<file path="config.mk">
export PLATFORM = sky130hd
export DESIGN_NAME = hbpc_top
export DESIGN_NICKNAME = d
export VERILOG_FILES = /design/src/design/hbpc_pkg.sv /design/src/design/hbpc_top.sv
export SDC_FILE = /design/constraint.sdc
export NUM_CORES = 1
export LEC_CHECK = 0
export BUFFER_PORTS_ARGS = -buffer_cell sky130_fd_sc_hd__buf_2
export CORE_UTILIZATION = 40
export DETAILED_ROUTE_END_ITERATION = 10
export PLACE_DENSITY = 0.52
export SLEW_MARGIN = 20
export SYNTH_ARGS = -nofsm -noshare
export SYNTH_HDL_FRONTEND = slang
export SYNTH_SLANG_ARGS = --single-unit
</file>
<file path="constraint.sdc">
create_clock -name clk_i -period 17.6 [get_ports clk_i]
set_input_delay 0 -clock clk_i [delete_from_list [all_inputs] [get_ports clk_i]]
set_output_delay 0 -clock clk_i [all_outputs]
set_load 0.02 [all_outputs]
</file>
<file path="src/design/hbpc_pkg.sv">
// package with constants and types of the half-bridge pwm protection controller
package hbpc_pkg;
  localparam int CLK_PS = 5000;
  localparam int PRECHG_NS = 100;
  localparam int PRECHG_CYC = (PRECHG_NS * 1000 + CLK_PS - 1) / CLK_PS;
  localparam int MINOFF_NS = 150;
  localparam int MINOFF_CYC = (MINOFF_NS * 1000 + CLK_PS - 1) / CLK_PS;
  localparam int DT_PS_PER_KOHM = 2625;
  localparam int DT_MIN_NS = 15;
  localparam int DT_MAX_NS = 200;
  localparam int DT_MIN_CYC = (DT_MIN_NS * 1000 + CLK_PS - 1) / CLK_PS;
  localparam int DT_MAX_CYC = (DT_MAX_NS * 1000) / CLK_PS;
  localparam int SHDN_NS = 2500;
  localparam int SHDN_CYC = (SHDN_NS * 1000) / CLK_PS;
  localparam int SYNC_TOL_PCT = 20;
  localparam int THIRD_Q12 = 1365;
  localparam int PER_W = 12;
  localparam int KOHM_W = 8;

  typedef enum logic [2:0] {
    GS_OFF    = 3'h0,
    GS_DEAD_M = 3'h1,
    GS_MAIN   = 3'h3,
    GS_DEAD_S = 3'h2,
    GS_SYNC   = 3'h6,
    GS_PRECHG = 3'h7
  } hbpc_gate_st_t;

  typedef struct packed {
    logic boot_ok;
    logic buck_mode;
    logic enable;
    logic comp_ok;
    logic high_fb_low;
    logic low_fb_low;
  } hbpc_ch_pins_t;

  typedef struct packed {
    logic ext_sync_pulse;
    logic dt_shdn_low;
    logic dt_adaptive;
    logic undervoltage_enable_in_low;
    logic ovp_above;
    logic ovp_release;
    logic ss_discharged_one;
    logic phase_option;
    hbpc_ch_pins_t [1:0] ch;
  } hbpc_pins_t;

  typedef struct packed {
    hbpc_gate_st_t gs;
    logic [PER_W-1:0] pos;
    logic [5:0] dcnt;
    logic buck;
    logic high;
    logic low;
  } hbpc_ch_t;

  typedef struct packed {
    hbpc_pins_t s1;
    hbpc_pins_t s2;
    hbpc_pins_t s3;
    hbpc_pins_t filt;
    logic sync_prev;
    logic [PER_W-1:0] cnt;
    logic [PER_W-1:0] period;
    logic [PER_W-1:0] ext_cnt;
    logic locked;
    logic [9:0] shdn_cnt;
    logic shdn;
    logic ovp_alarm;
    logic ss_pd;
    logic phase_clock_one;
    logic phase_clock_two;
    logic sync_clock_out;
    hbpc_ch_t [1:0] ch;
  } hbpc_state_t;

  localparam hbpc_state_t HBPC_STATE_RST = '0;
endpackage : hbpc_pkg

</file>
<file path="src/design/hbpc_top.sv">
// gate sequencing, dead time, shutdown, overvoltage and clocking for two half-bridge legs
//
// Functional notes
// - buck start, boot low: high off, 100ns low pulses
// - boot above threshold: high gate follows pwm
// - boot undervoltage forces that high gate low
// - buck boot undervoltage suspends pwm, restarts precharge
// - boost mode never emits precharge pulses
// - never both gates on; dead time between
// - programmed dead time 2.625ns per kohm, 15-200ns
// - adaptive: turn on after opposite below 1.5V
// - shutdown pin low over 2.5us latches off
// - only undervoltage enable low clears shutdown latch
// - duty from compensation; zero below 1V
// - minimum off-time 150ns worst case each cycle
// - dead time adds to minimum off-time
// - no sync clock: run at oscillator period
// - sync within 20 percent: lock to it
// - two phase clocks, sync out, option sets phase
// - frequency change settles within about 150us
// - overvoltage: channel one off, soft-start held discharged
// - overvoltage release: soft-start restarts channel one
// - overvoltage affects channel one only
// - pulldown released only below 0.3V soft-start
`timescale 1ns/1ps
module hbpc_top (
  input wire logic clk_i,
  input wire logic srst_i,
  input wire hbpc_pkg::hbpc_pins_t pins_i,
  input wire logic [hbpc_pkg::PER_W-1:0] duty_cmd_one_i,
  input wire logic [hbpc_pkg::PER_W-1:0] duty_cmd_two_i,
  input wire logic [hbpc_pkg::KOHM_W-1:0] dt_kohm_i,
  input wire logic [hbpc_pkg::PER_W-1:0] osc_period_i,
  output logic high_gate_ch_one_o,
  output logic low_gate_ch_one_o,
  output logic high_gate_ch_two_o,
  output logic low_gate_ch_two_o,
  output logic phase_clock_one_o,
  output logic phase_clock_two_o,
  output logic sync_clock_out_o,
  output logic ss_pulldown_one_o,
  output logic shutdown_latched_o,
  output logic sync_locked_o,
  output logic ovp_alarm_o
);
  import hbpc_pkg::*;

  // clamped programmed dead time in clock cycles
  function automatic logic [5:0] dt_cycles(input logic [KOHM_W-1:0] kohm);
    logic [19:0] ps;
    logic [19:0] cyc;
    ps = 20'(kohm) * 20'(DT_PS_PER_KOHM);
    cyc = (ps + 20'(CLK_PS - 1)) / 20'(CLK_PS);
    if (cyc < 20'(DT_MIN_CYC)) begin
      cyc = 20'(DT_MIN_CYC);
    end else if (cyc > 20'(DT_MAX_CYC)) begin
      cyc = 20'(DT_MAX_CYC);
    end
    return cyc[5:0];
  endfunction : dt_cycles

  hbpc_state_t st_r;
  hbpc_state_t st_nxt;
  hbpc_pins_t f;
  logic [5:0] dt_eff;
  logic [PER_W-1:0] tol;
  logic [PER_W-1:0] third;
  logic [PER_W-1:0] off2;
  logic [PER_W-1:0] offs;
  logic [PER_W-1:0] meas;
  logic edge_ext;
  logic in_win;
  logic align;
  logic [12:0] max_on_raw;
  logic [PER_W-1:0] max_on;
  logic [PER_W-1:0] duty_eff [2];
  logic [PER_W-1:0] duty_cmd [2];
  logic [1:0] run;
  logic [1:0] pre;
  logic [1:0] pc;
  logic [1:0] dead_m_done;
  logic [1:0] dead_s_done;

  assign f = st_r.filt;
  assign duty_cmd[0] = duty_cmd_one_i;
  assign duty_cmd[1] = duty_cmd_two_i;
  // adaptive mode has no programmed figure, so the limit budgets the shortest dead time
  assign dt_eff = f.dt_adaptive ? 6'(DT_MIN_CYC) : dt_cycles(dt_kohm_i);
  assign tol = PER_W'((17'(osc_period_i) * 17'(SYNC_TOL_PCT)) / 17'(100));
  assign third = PER_W'((24'(st_r.period) * 24'(THIRD_Q12)) >> 12);
  assign off2 = f.phase_option ? (st_r.period >> 1) : PER_W'(third << 1);
  assign offs = f.phase_option ? (st_r.period >> 2) : third;
  assign meas = st_r.ext_cnt + PER_W'(1);
  assign edge_ext = f.ext_sync_pulse & ~st_r.sync_prev;
  assign in_win = (meas >= osc_period_i - tol) && (meas <= osc_period_i + tol);
  assign align = edge_ext & in_win;
  assign max_on_raw = 13'(st_r.period) - 13'(MINOFF_CYC) - 13'(dt_eff);
  assign max_on = max_on_raw[12] ? '0 : max_on_raw[PER_W-1:0];

  always_comb begin
    st_nxt = st_r;
    // three-stage synchroniser; a change counts once stages two and three agree
    st_nxt.s1 = pins_i;
    st_nxt.s2 = st_r.s1;
    st_nxt.s3 = st_r.s2;
    st_nxt.filt = hbpc_pins_t'((st_r.s2 & st_r.s3) | (st_r.filt & (st_r.s2 ^ st_r.s3)));

    // external sync measurement and lock; a new frequency is taken at the next edge
    st_nxt.sync_prev = f.ext_sync_pulse;
    if (st_r.ext_cnt != {PER_W{1'b1}}) begin
      st_nxt.ext_cnt = st_r.ext_cnt + PER_W'(1);
    end
    if (edge_ext) begin
      st_nxt.ext_cnt = '0;
      st_nxt.locked = in_win;
      if (in_win) begin
        st_nxt.period = meas;
      end
    end else if (meas > osc_period_i + tol) begin
      st_nxt.locked = 1'b0;
    end
    if (!st_nxt.locked) begin
      st_nxt.period = osc_period_i;
    end
    if (align || st_r.cnt >= st_r.period - PER_W'(1)) begin
      st_nxt.cnt = '0;
    end else begin
      st_nxt.cnt = st_r.cnt + PER_W'(1);
    end
    st_nxt.phase_clock_one = (st_nxt.cnt == '0);
    st_nxt.phase_clock_two = (st_nxt.cnt == off2);
    st_nxt.sync_clock_out = (st_nxt.cnt == offs);

    // emergency shutdown; the set wins over the clear
    if (f.dt_shdn_low) begin
      if (st_r.shdn_cnt != 10'h3FF) begin
        st_nxt.shdn_cnt = st_r.shdn_cnt + 10'h001;
      end
    end else begin
      st_nxt.shdn_cnt = '0;
    end
    if (f.undervoltage_enable_in_low) begin
      st_nxt.shdn = 1'b0;
    end
    if (st_r.shdn_cnt >= 10'(SHDN_CYC)) begin
      st_nxt.shdn = 1'b1;
    end

    // overvoltage on channel one only; pulldown held until soft-start is empty
    if (f.ovp_above) begin
      st_nxt.ovp_alarm = 1'b1;
    end else if (f.ovp_release) begin
      st_nxt.ovp_alarm = 1'b0;
    end
    if (st_r.ovp_alarm || f.ovp_above) begin
      st_nxt.ss_pd = 1'b1;
    end else if (f.ss_discharged_one) begin
      st_nxt.ss_pd = 1'b0;
    end

    // per-channel sequencer, each timed from its own phase clock
    for (int c = 0; c < 2; c++) begin
      pc[c] = (c == 0) ? st_r.phase_clock_one : st_r.phase_clock_two;
      run[c] = f.ch[c].enable & ~st_r.shdn & ~f.undervoltage_enable_in_low
        & (f.ch[c].buck_mode == st_r.ch[c].buck)
        & ~((c == 0) & (st_r.ovp_alarm | st_r.ss_pd | f.ovp_above));
      pre[c] = f.ch[c].buck_mode & ~f.ch[c].boot_ok;
      if (!f.ch[c].comp_ok) begin
        duty_eff[c] = '0;
      end else if (duty_cmd[c] > max_on) begin
        duty_eff[c] = max_on;
      end else begin
        duty_eff[c] = duty_cmd[c];
      end
      // adaptive waits on the gate being turned off, always at least one cycle
      dead_m_done[c] = f.dt_adaptive ?
        (f.ch[c].buck_mode ? f.ch[c].low_fb_low : f.ch[c].high_fb_low) :
        (st_r.ch[c].dcnt >= dt_eff - 6'h01);
      dead_s_done[c] = f.dt_adaptive ?
        (f.ch[c].buck_mode ? f.ch[c].high_fb_low : f.ch[c].low_fb_low) :
        (st_r.ch[c].dcnt >= dt_eff - 6'h01);
      st_nxt.ch[c].buck = f.ch[c].buck_mode;
      st_nxt.ch[c].pos = pc[c] ? '0 :
        ((st_r.ch[c].pos == {PER_W{1'b1}}) ? st_r.ch[c].pos : st_r.ch[c].pos + PER_W'(1));
      st_nxt.ch[c].dcnt = (st_r.ch[c].dcnt == 6'h3F) ? 6'h3F : st_r.ch[c].dcnt + 6'h01;
      unique case (st_r.ch[c].gs)
        GS_OFF: begin
          st_nxt.ch[c].dcnt = '0;
          if (pc[c]) begin
            if (pre[c]) begin
              st_nxt.ch[c].gs = GS_PRECHG;
            end else if (duty_eff[c] != '0) begin
              st_nxt.ch[c].gs = GS_DEAD_M;
            end else begin
              st_nxt.ch[c].gs = GS_DEAD_S;
            end
          end
        end
        GS_PRECHG: begin
          if (st_r.ch[c].pos >= PER_W'(PRECHG_CYC - 1)) begin
            st_nxt.ch[c].gs = GS_OFF;
          end
        end
        GS_DEAD_M: begin
          if (dead_m_done[c]) begin
            st_nxt.ch[c].gs = GS_MAIN;
          end
        end
        GS_MAIN: begin
          st_nxt.ch[c].dcnt = '0;
          if (pre[c]) begin
            st_nxt.ch[c].gs = GS_OFF;
          end else if (st_r.ch[c].pos >= duty_eff[c]) begin
            st_nxt.ch[c].gs = GS_DEAD_S;
          end
        end
        GS_DEAD_S: begin
          if (dead_s_done[c]) begin
            st_nxt.ch[c].gs = GS_SYNC;
          end
        end
        GS_SYNC: begin
          st_nxt.ch[c].dcnt = '0;
          if (pc[c]) begin
            if (pre[c]) begin
              st_nxt.ch[c].gs = GS_PRECHG;
            end else if (duty_eff[c] != '0) begin
              st_nxt.ch[c].gs = GS_DEAD_M;
            end
          end
        end
        default: begin
          st_nxt.ch[c].gs = GS_OFF;
        end
      endcase
      if (!run[c]) begin
        st_nxt.ch[c].gs = GS_OFF;
        st_nxt.ch[c].dcnt = '0;
      end
      // main switch is the high gate in buck, the low gate in boost
      st_nxt.ch[c].high = (f.ch[c].buck_mode ? (st_nxt.ch[c].gs == GS_MAIN)
        : (st_nxt.ch[c].gs == GS_SYNC)) & f.ch[c].boot_ok;
      st_nxt.ch[c].low = f.ch[c].buck_mode ?
        ((st_nxt.ch[c].gs == GS_SYNC) || (st_nxt.ch[c].gs == GS_PRECHG))
        : (st_nxt.ch[c].gs == GS_MAIN);
    end
  end

  always_ff @(posedge clk_i) begin
    if (srst_i) begin
      st_r <= HBPC_STATE_RST;
    end else begin
      st_r <= st_nxt;
    end
  end

  assign high_gate_ch_one_o = st_r.ch[0].high;
  assign low_gate_ch_one_o = st_r.ch[0].low;
  assign high_gate_ch_two_o = st_r.ch[1].high;
  assign low_gate_ch_two_o = st_r.ch[1].low;
  assign phase_clock_one_o = st_r.phase_clock_one;
  assign phase_clock_two_o = st_r.phase_clock_two;
  assign sync_clock_out_o = st_r.sync_clock_out;
  assign ss_pulldown_one_o = st_r.ss_pd;
  assign shutdown_latched_o = st_r.shdn;
  assign sync_locked_o = st_r.locked;
  assign ovp_alarm_o = st_r.ovp_alarm;

  localparam int PRECHG_LEN = PRECHG_CYC;
endmodule : hbpc_top

</file>
After elaboration in Yosys (flattened, before gate mapping)
Index checks and enable logic that the tools add are counted.
W data, S select, Z words.
{"block": "word_totals", "reg_bits": 182, "latch_bits": 0, "ramBits": 0, "rom_bits": 0, "input_bits": 66, "n_memories": 0}
{"block": "op_classes", "add_sub_neg": 14, "n_mul": 3, "div_mod_pow": 2, "magnitude_cmp": 15, "eq_ne": 28, "shift": 0, "muxes": 63, "n_bitwise": 28, "n_reduce_logical": 20}
{"operator": "$mux W12", "count": 10}
{"operator": "$mux W3", "count": 22}
{"operator": "$add A12 B1 Y12 const B", "count": 4}
{"operator": "$ge A12 B12 Y1", "count": 4}
{"operator": "$and A20 B20 Y20", "count": 2}
{"operator": "$gt A12 B12 Y1", "count": 3}
{"operator": "$pmux W3 S6", "count": 2}
{"operator": "$mux W6", "count": 5}
{"operator": "$eq A12 B12 Y1 const B", "count": 2}
{"operator": "$eq A3 B3 Y1 const B", "count": 8}
{"operator": "$ge A12 B5 Y1 const B", "count": 2}
{"operator": "$mux W24", "count": 1}
{"operator": "$reduce_bool A12 Y1", "count": 2}
{"operator": "$mul A12 B11 Y23 const B", "count": 1}
{"operator": "$add A20 B13 Y20 const B", "count": 1}
{"operator": "$div A20 B13 Y20 const B", "count": 1}
{"operator": "$gt A20 B6 Y1 const B", "count": 1}
{"operator": "$lt A20 B2 Y1 const B", "count": 1}
{"operator": "$mul A8 B12 Y20 const B", "count": 1}
{"operator": "$mux W1", "count": 20}
{"operator": "$or A20 B20 Y20", "count": 1}
{"operator": "$xor A20 B20 Y20", "count": 1}
{"operator": "$eq A3 B2 Y1 const B", "count": 6}
{"operator": "$div A17 B7 Y17 const B", "count": 1}
{"operator": "33 further kinds", "count": 71}

Longest topological paths before layout
{"block": "logic_depth", "depth_word": 21, "depth_mapped": 86}

Least setup slack after synthesis
OpenSTA, ideal clock, no wires.
{"block": "synth_timing", "kind": "in2reg", "start": "input port dt_kohm_i[2] (netlist bit)", "end": "register st_r (netlist bit high_gate_ch_one_o)", "setup_ns": 0.086, "t_arrival_ns": 14.975, "required_time_ns": 17.514, "path_slack_ns": 2.539, "stages": 83, "path_buffers": 5, "cell_sequence": "ha_1 > fa_1 > inv_1 > fa_1 > inv_1 > ha_1 > ha_1 > a21oi_1 > o21ai_1 > a221o_1 > or3_1 > nand2_1 > clkbuf_1 > nor2_1 > a31oi_2 > buf_2 > a41oi_2 > o211ai_1 > [47 not listed] > nand2b_1 > a21oi_1 > nor2b_1 > o21ai_0 > nand2b_1 > a21oi_1 > nor2b_1 > o21ai_0 > nand2b_1 > a21oi_1 > nor2b_1 > o31ai_1 > a21oi_1 > nor2_1 > nor2_1 > nor2_1 > nand2_1 > a211oi_1"}
{"block": "synth_via", "elab_chain_len": 21, "word_cells_on_any_way": 35, "cone_classes": "add/sub (3); mul (1); div (1); order compare (5); eq/ne (2); mux (21); bitwise (1); reduce/logical (1)"}
{"item": "from (decl)", "line_no": "hbpc_top.sv:32", "rtl": "input wire logic [hbpc_pkg::KOHM_W-1:0] dt_kohm_i,"}
{"item": "$mul A8 B12 Y20 (*)", "line_no": "hbpc_top.sv:52", "rtl": "ps = 20'(kohm) * 20'(DT_PS_PER_KOHM);"}
{"item": "$add A20 B13 Y20 (*)", "line_no": "hbpc_top.sv:53", "rtl": "cyc = (ps + 20'(CLK_PS - 1)) / 20'(CLK_PS);"}
{"item": "$div A20 B13 Y20 (*)", "line_no": "hbpc_top.sv:53"}
{"item": "$gt A20 B6 Y1", "line_no": "hbpc_top.sv:56", "rtl": "end else if (cyc > 20'(DT_MAX_CYC)) begin"}
{"item": "$mux W6", "line_no": "hbpc_top.sv:56"}
{"item": "$mux W6 (*)", "line_no": "hbpc_top.sv:54", "rtl": "if (cyc < 20'(DT_MIN_CYC)) begin"}
{"item": "$mux W6 (*)", "line_no": "hbpc_top.sv:88", "rtl": "assign dt_eff = f.dt_adaptive ? 6'(DT_MIN_CYC) : dt_cycles(dt_kohm_i);"}
{"item": "parallel branches: the longest is 9 deep, another holds $sub A13 B6 Y13"}
{"item": "$pmux W3 S6 (*)", "line_no": "hbpc_top.sv:186", "rtl": "unique case (st_r.ch[c].gs)"}
{"item": "$mux W3 (*)", "line_no": "hbpc_top.sv:236", "rtl": "if (!run[c]) begin"}
{"item": "$eq A3 B3 Y1 or $eq A3 B2 Y1 (tied branches)", "line_no": "hbpc_top.sv:242, hbpc_top.sv:241"}
{"item": "$mux W1 (*)", "line_no": "hbpc_top.sv:241", "rtl": "st_nxt.ch[c].high = (f.ch[c].buck_mode ? (st_nxt.ch[c].gs == GS_MAIN)"}
{"item": "$and A1 B1 Y1 (*)", "line_no": "hbpc_top.sv:242", "rtl": ": (st_nxt.ch[c].gs == GS_SYNC)) & f.ch[c].boot_ok;"}
{"item": "to (signal assigned)", "line_no": "hbpc_top.sv:253", "rtl": "st_r <= st_nxt;"}
{"item": "to (decl)", "line_no": "hbpc_top.sv:62", "rtl": "hbpc_state_t st_r;"}
Every way passes the cells marked *.
A chain may end at the register's enable or synchronous reset.

Worst setup path after layout
Ends and elaborated chain as after synthesis.

==> results.md <==
- Cts bufs inserted: 17
- Congestion Overflow GR: 0
- Initial antenna violation count: 0
- Vias: 18600
- Yosys top cell area share: 18.0%
- Main flop type after synthesis: dfxtp_1
- Vias in the first global route: 18300
- Area leader, netlist: ha_1
- Chip height: 229 um
- Post-synth EDFFs: 0
- Vias per Instance: 5.61
- Post-Route WL: between 50 and 60 mm
- Pre-CTS setup slack: 0.479 ns
- Multi-input gate area: 16100 sq um
- Final setup fails: 0
- Min-Delay Path Class: input port to flip-flop
- Final hold vios: 0
- Htree depth: 4
- Sink Count: 182
- Arrival @ worst endpoint: between 15 and 20 ns
- Post-DRT Antenna Nets: 0
- RSZ-0062 raised after global routing: false
- PortBufs: 76
- Top cell by count, worst path: ha_1
- Hpwl dp: 43.8 mm
- Post-synthesis sequential area ratio: between 10% and 20%
- CP Capture Type: flip-flop
- Setup Total Neg Slack: 0 ns
- Top-count cell post-synth: ha_1
- Worst Skew: 0.0136 ns
- Root Driver: clkbuf_16
- Hold slack: 0.0322 ns
- Area delta synth->final: 10.3%
- CP required: ~18 ns
- List of most frequent post-synthesis cells: ha_1 (295), nor2_1 (232), dfxtp_1 (182)
- CP max FO: 15
- Yosys warns: 0
- DR WL/cell: 16.7 um
- Share of cells above drive strength 1: 9.97%
- Nets: ~3000
- Clock Tree Buf Depth: 2
- Post-synthesis async set-or-reset flop share: 0%
- Mean post-synth cell area: 8.00 sq um
- Final period demand of the worst path: approximately 16 ns
- Netlist cell types: 120
- Delay of the slowest critical-path stage: 0.48 ns
- PnR worst setup slack: 1.59 ns
- Die width: between 200 and 250 um
- Cell Area, Synth: 20500 sq um
- Site Rows: roughly 80
- Fill count: around 5000
- Drt pass-1 iters: 5
- CTS clk-pin slew, worst paths: 0.09 ns
- Status: finished, final reports clean
- Starting Density: between 40% and 50%
- Aggregate global-route resource usage: 21.1%
- Post-Syn Nets: 2966
- CTS tree: yes
- First-pass GRT wire length: 92.4 mm
- Fin. max-slew vios: 0
- Initial DRC count: around 1200
- Measured slew at the worst slew-check pin: 0.921 ns
- Max-Cap Viols: 0
- Top post-synthesis cells by area: ha_1 (18%), dfxtp_1 (18%), a21oi_1 (4.4%), nor2_1 (4.2%), xnor2_1 (4.2%)
- CP max-delay cell: a2111oi_1
- Part of the cycle the worst path needs: between 90% and 100%
- Syn Inst Count: between 2000 and 3000
- Placeable Area: 50400 sq um
- Antenna Cells: 0
- Yosys reg bits: 182
- Worst slew margin: 38.1%
- Critical path class: input port to flip-flop
- Largest net degree at the start of global routing: 63
- Die Area: 52200 sq um
- Register area: 3640 sq um
- Residual DRC count: 0
- Placer Congestion: 0.867
- Clk Latency, worst-skew pair: ~0.46 ns
- Max Freq: 0.0625 GHz
- Ports: 77
- CP startpoint kind: input port
[area by class of cell]
class / instances / share of cell area [%]
clock buffer: 17 / 1.88
clock inverter: 15 / 0.962
inverter: 182 / 3.02
multi-input combinational: 2120 / 70.9
sequential: 182 / 16.1
tap: 672 / 3.71
timing repair buffer: 122 / 3.44
[cell usage in the layout (no fill, tap or decap), types with 38 or more instances in the layout]
cell and count:
nand2_1 149, a21oi_1 178, inv_1 180, nor2_1 230, dfxtp_1 182, a211oi_1 39, nor3_1 79, fa_1 40
buf_2 75, and3_1 42, nor2b_1 98, nand3_1 88, ha_1 295, o21ai_0 82, nand4_1 49, nand2b_1 38
xor2_1 47, xnor2_1 98, a21o_1 52
[metal layers]
metal  global-route usage [%]  share of wire [%]  vias to the layer above
met4                     4.07                1.3                        0
met5                        0                  0                        -
met1                     29.2                 50                     8708
met3                     2.27                2.7                       57
met2                     35.2                 46                      310
li1                         -                  -                     9492
[what timing repair did]
item,4_1_cts,5_1_grt
resized for setup,0,39
hold buffers,21,0
setup endpoints to repair,0,8
buffers inserted,0,14
hold endpoints to repair,21,0
[stage by stage]
step | instances | cell area [sq um] | utilization, %
final | 3310 | 22600 | 44.9
after global routing | 3310 | 22600 | 44.9
after CTS | 3296 | 22400 | 44.4
after detailed placement | 3243 | 21500 | 42.7
after global placement | 3243 | 21500 | 42.7
after floorplan | 2565 | 20500 | -
[flip-flops by register name, summed over array words and instances (netlist names)]
register,cells
phase_clock_two_o,1
sync_clock_out_o,1
sync_locked_o,1
phase_clock_one_o,1
low_gate_ch_two_o,1
st_r,111
ss_pulldown_one_o,1
low_gate_ch_one_o,1
high_gate_ch_two_o,1
ovp_alarm_o,1
f,20
st_nxt,40
high_gate_ch_one_o,1
shutdown_latched_o,1
[worst paths after layout]
kind                                   start                  to  slack, ns  cells past startpoint
worst max-delay path            dt_kohm_i[2]  high_gate_ch_one_o       1.59                     78
worst max register to register         f[17]  high_gate_ch_one_o       9.37                     49
worst min register to register   st_nxt[155]         st_nxt[135]       0.44                      1
worst min-delay path                  srst_i         st_nxt[140]       0.03                      2
[kinds of logic (layout without fill, tap and decap cells)]
group / Yosys count / in the layout / synth area share [%]
simple gates: 909 / 909 / 22.8
compound gates: 659 / 659 / 22.6
fa+ha+maj: 340 / 340 / 22.1
buf+inv: 263 / 336 / 4.97
flops: 182 / 182 / 17.8
xor+xnor: 147 / 147 / 6.31
mux: 65 / 65 / 3.46
[worst max-delay path: cells and delay by family]
kind	cells	cell delay [ns]
and+or+nand+nor	23	3.02
muxes	4	1.15
buffers and inverters	5	0.59
adders and majority gates	10	3.12
AOI/OAI and AO/OA	36	8.45
Power is not shown: default switching activity piles up to over one toggle a cycle in this logic, so the estimate is an artifact.
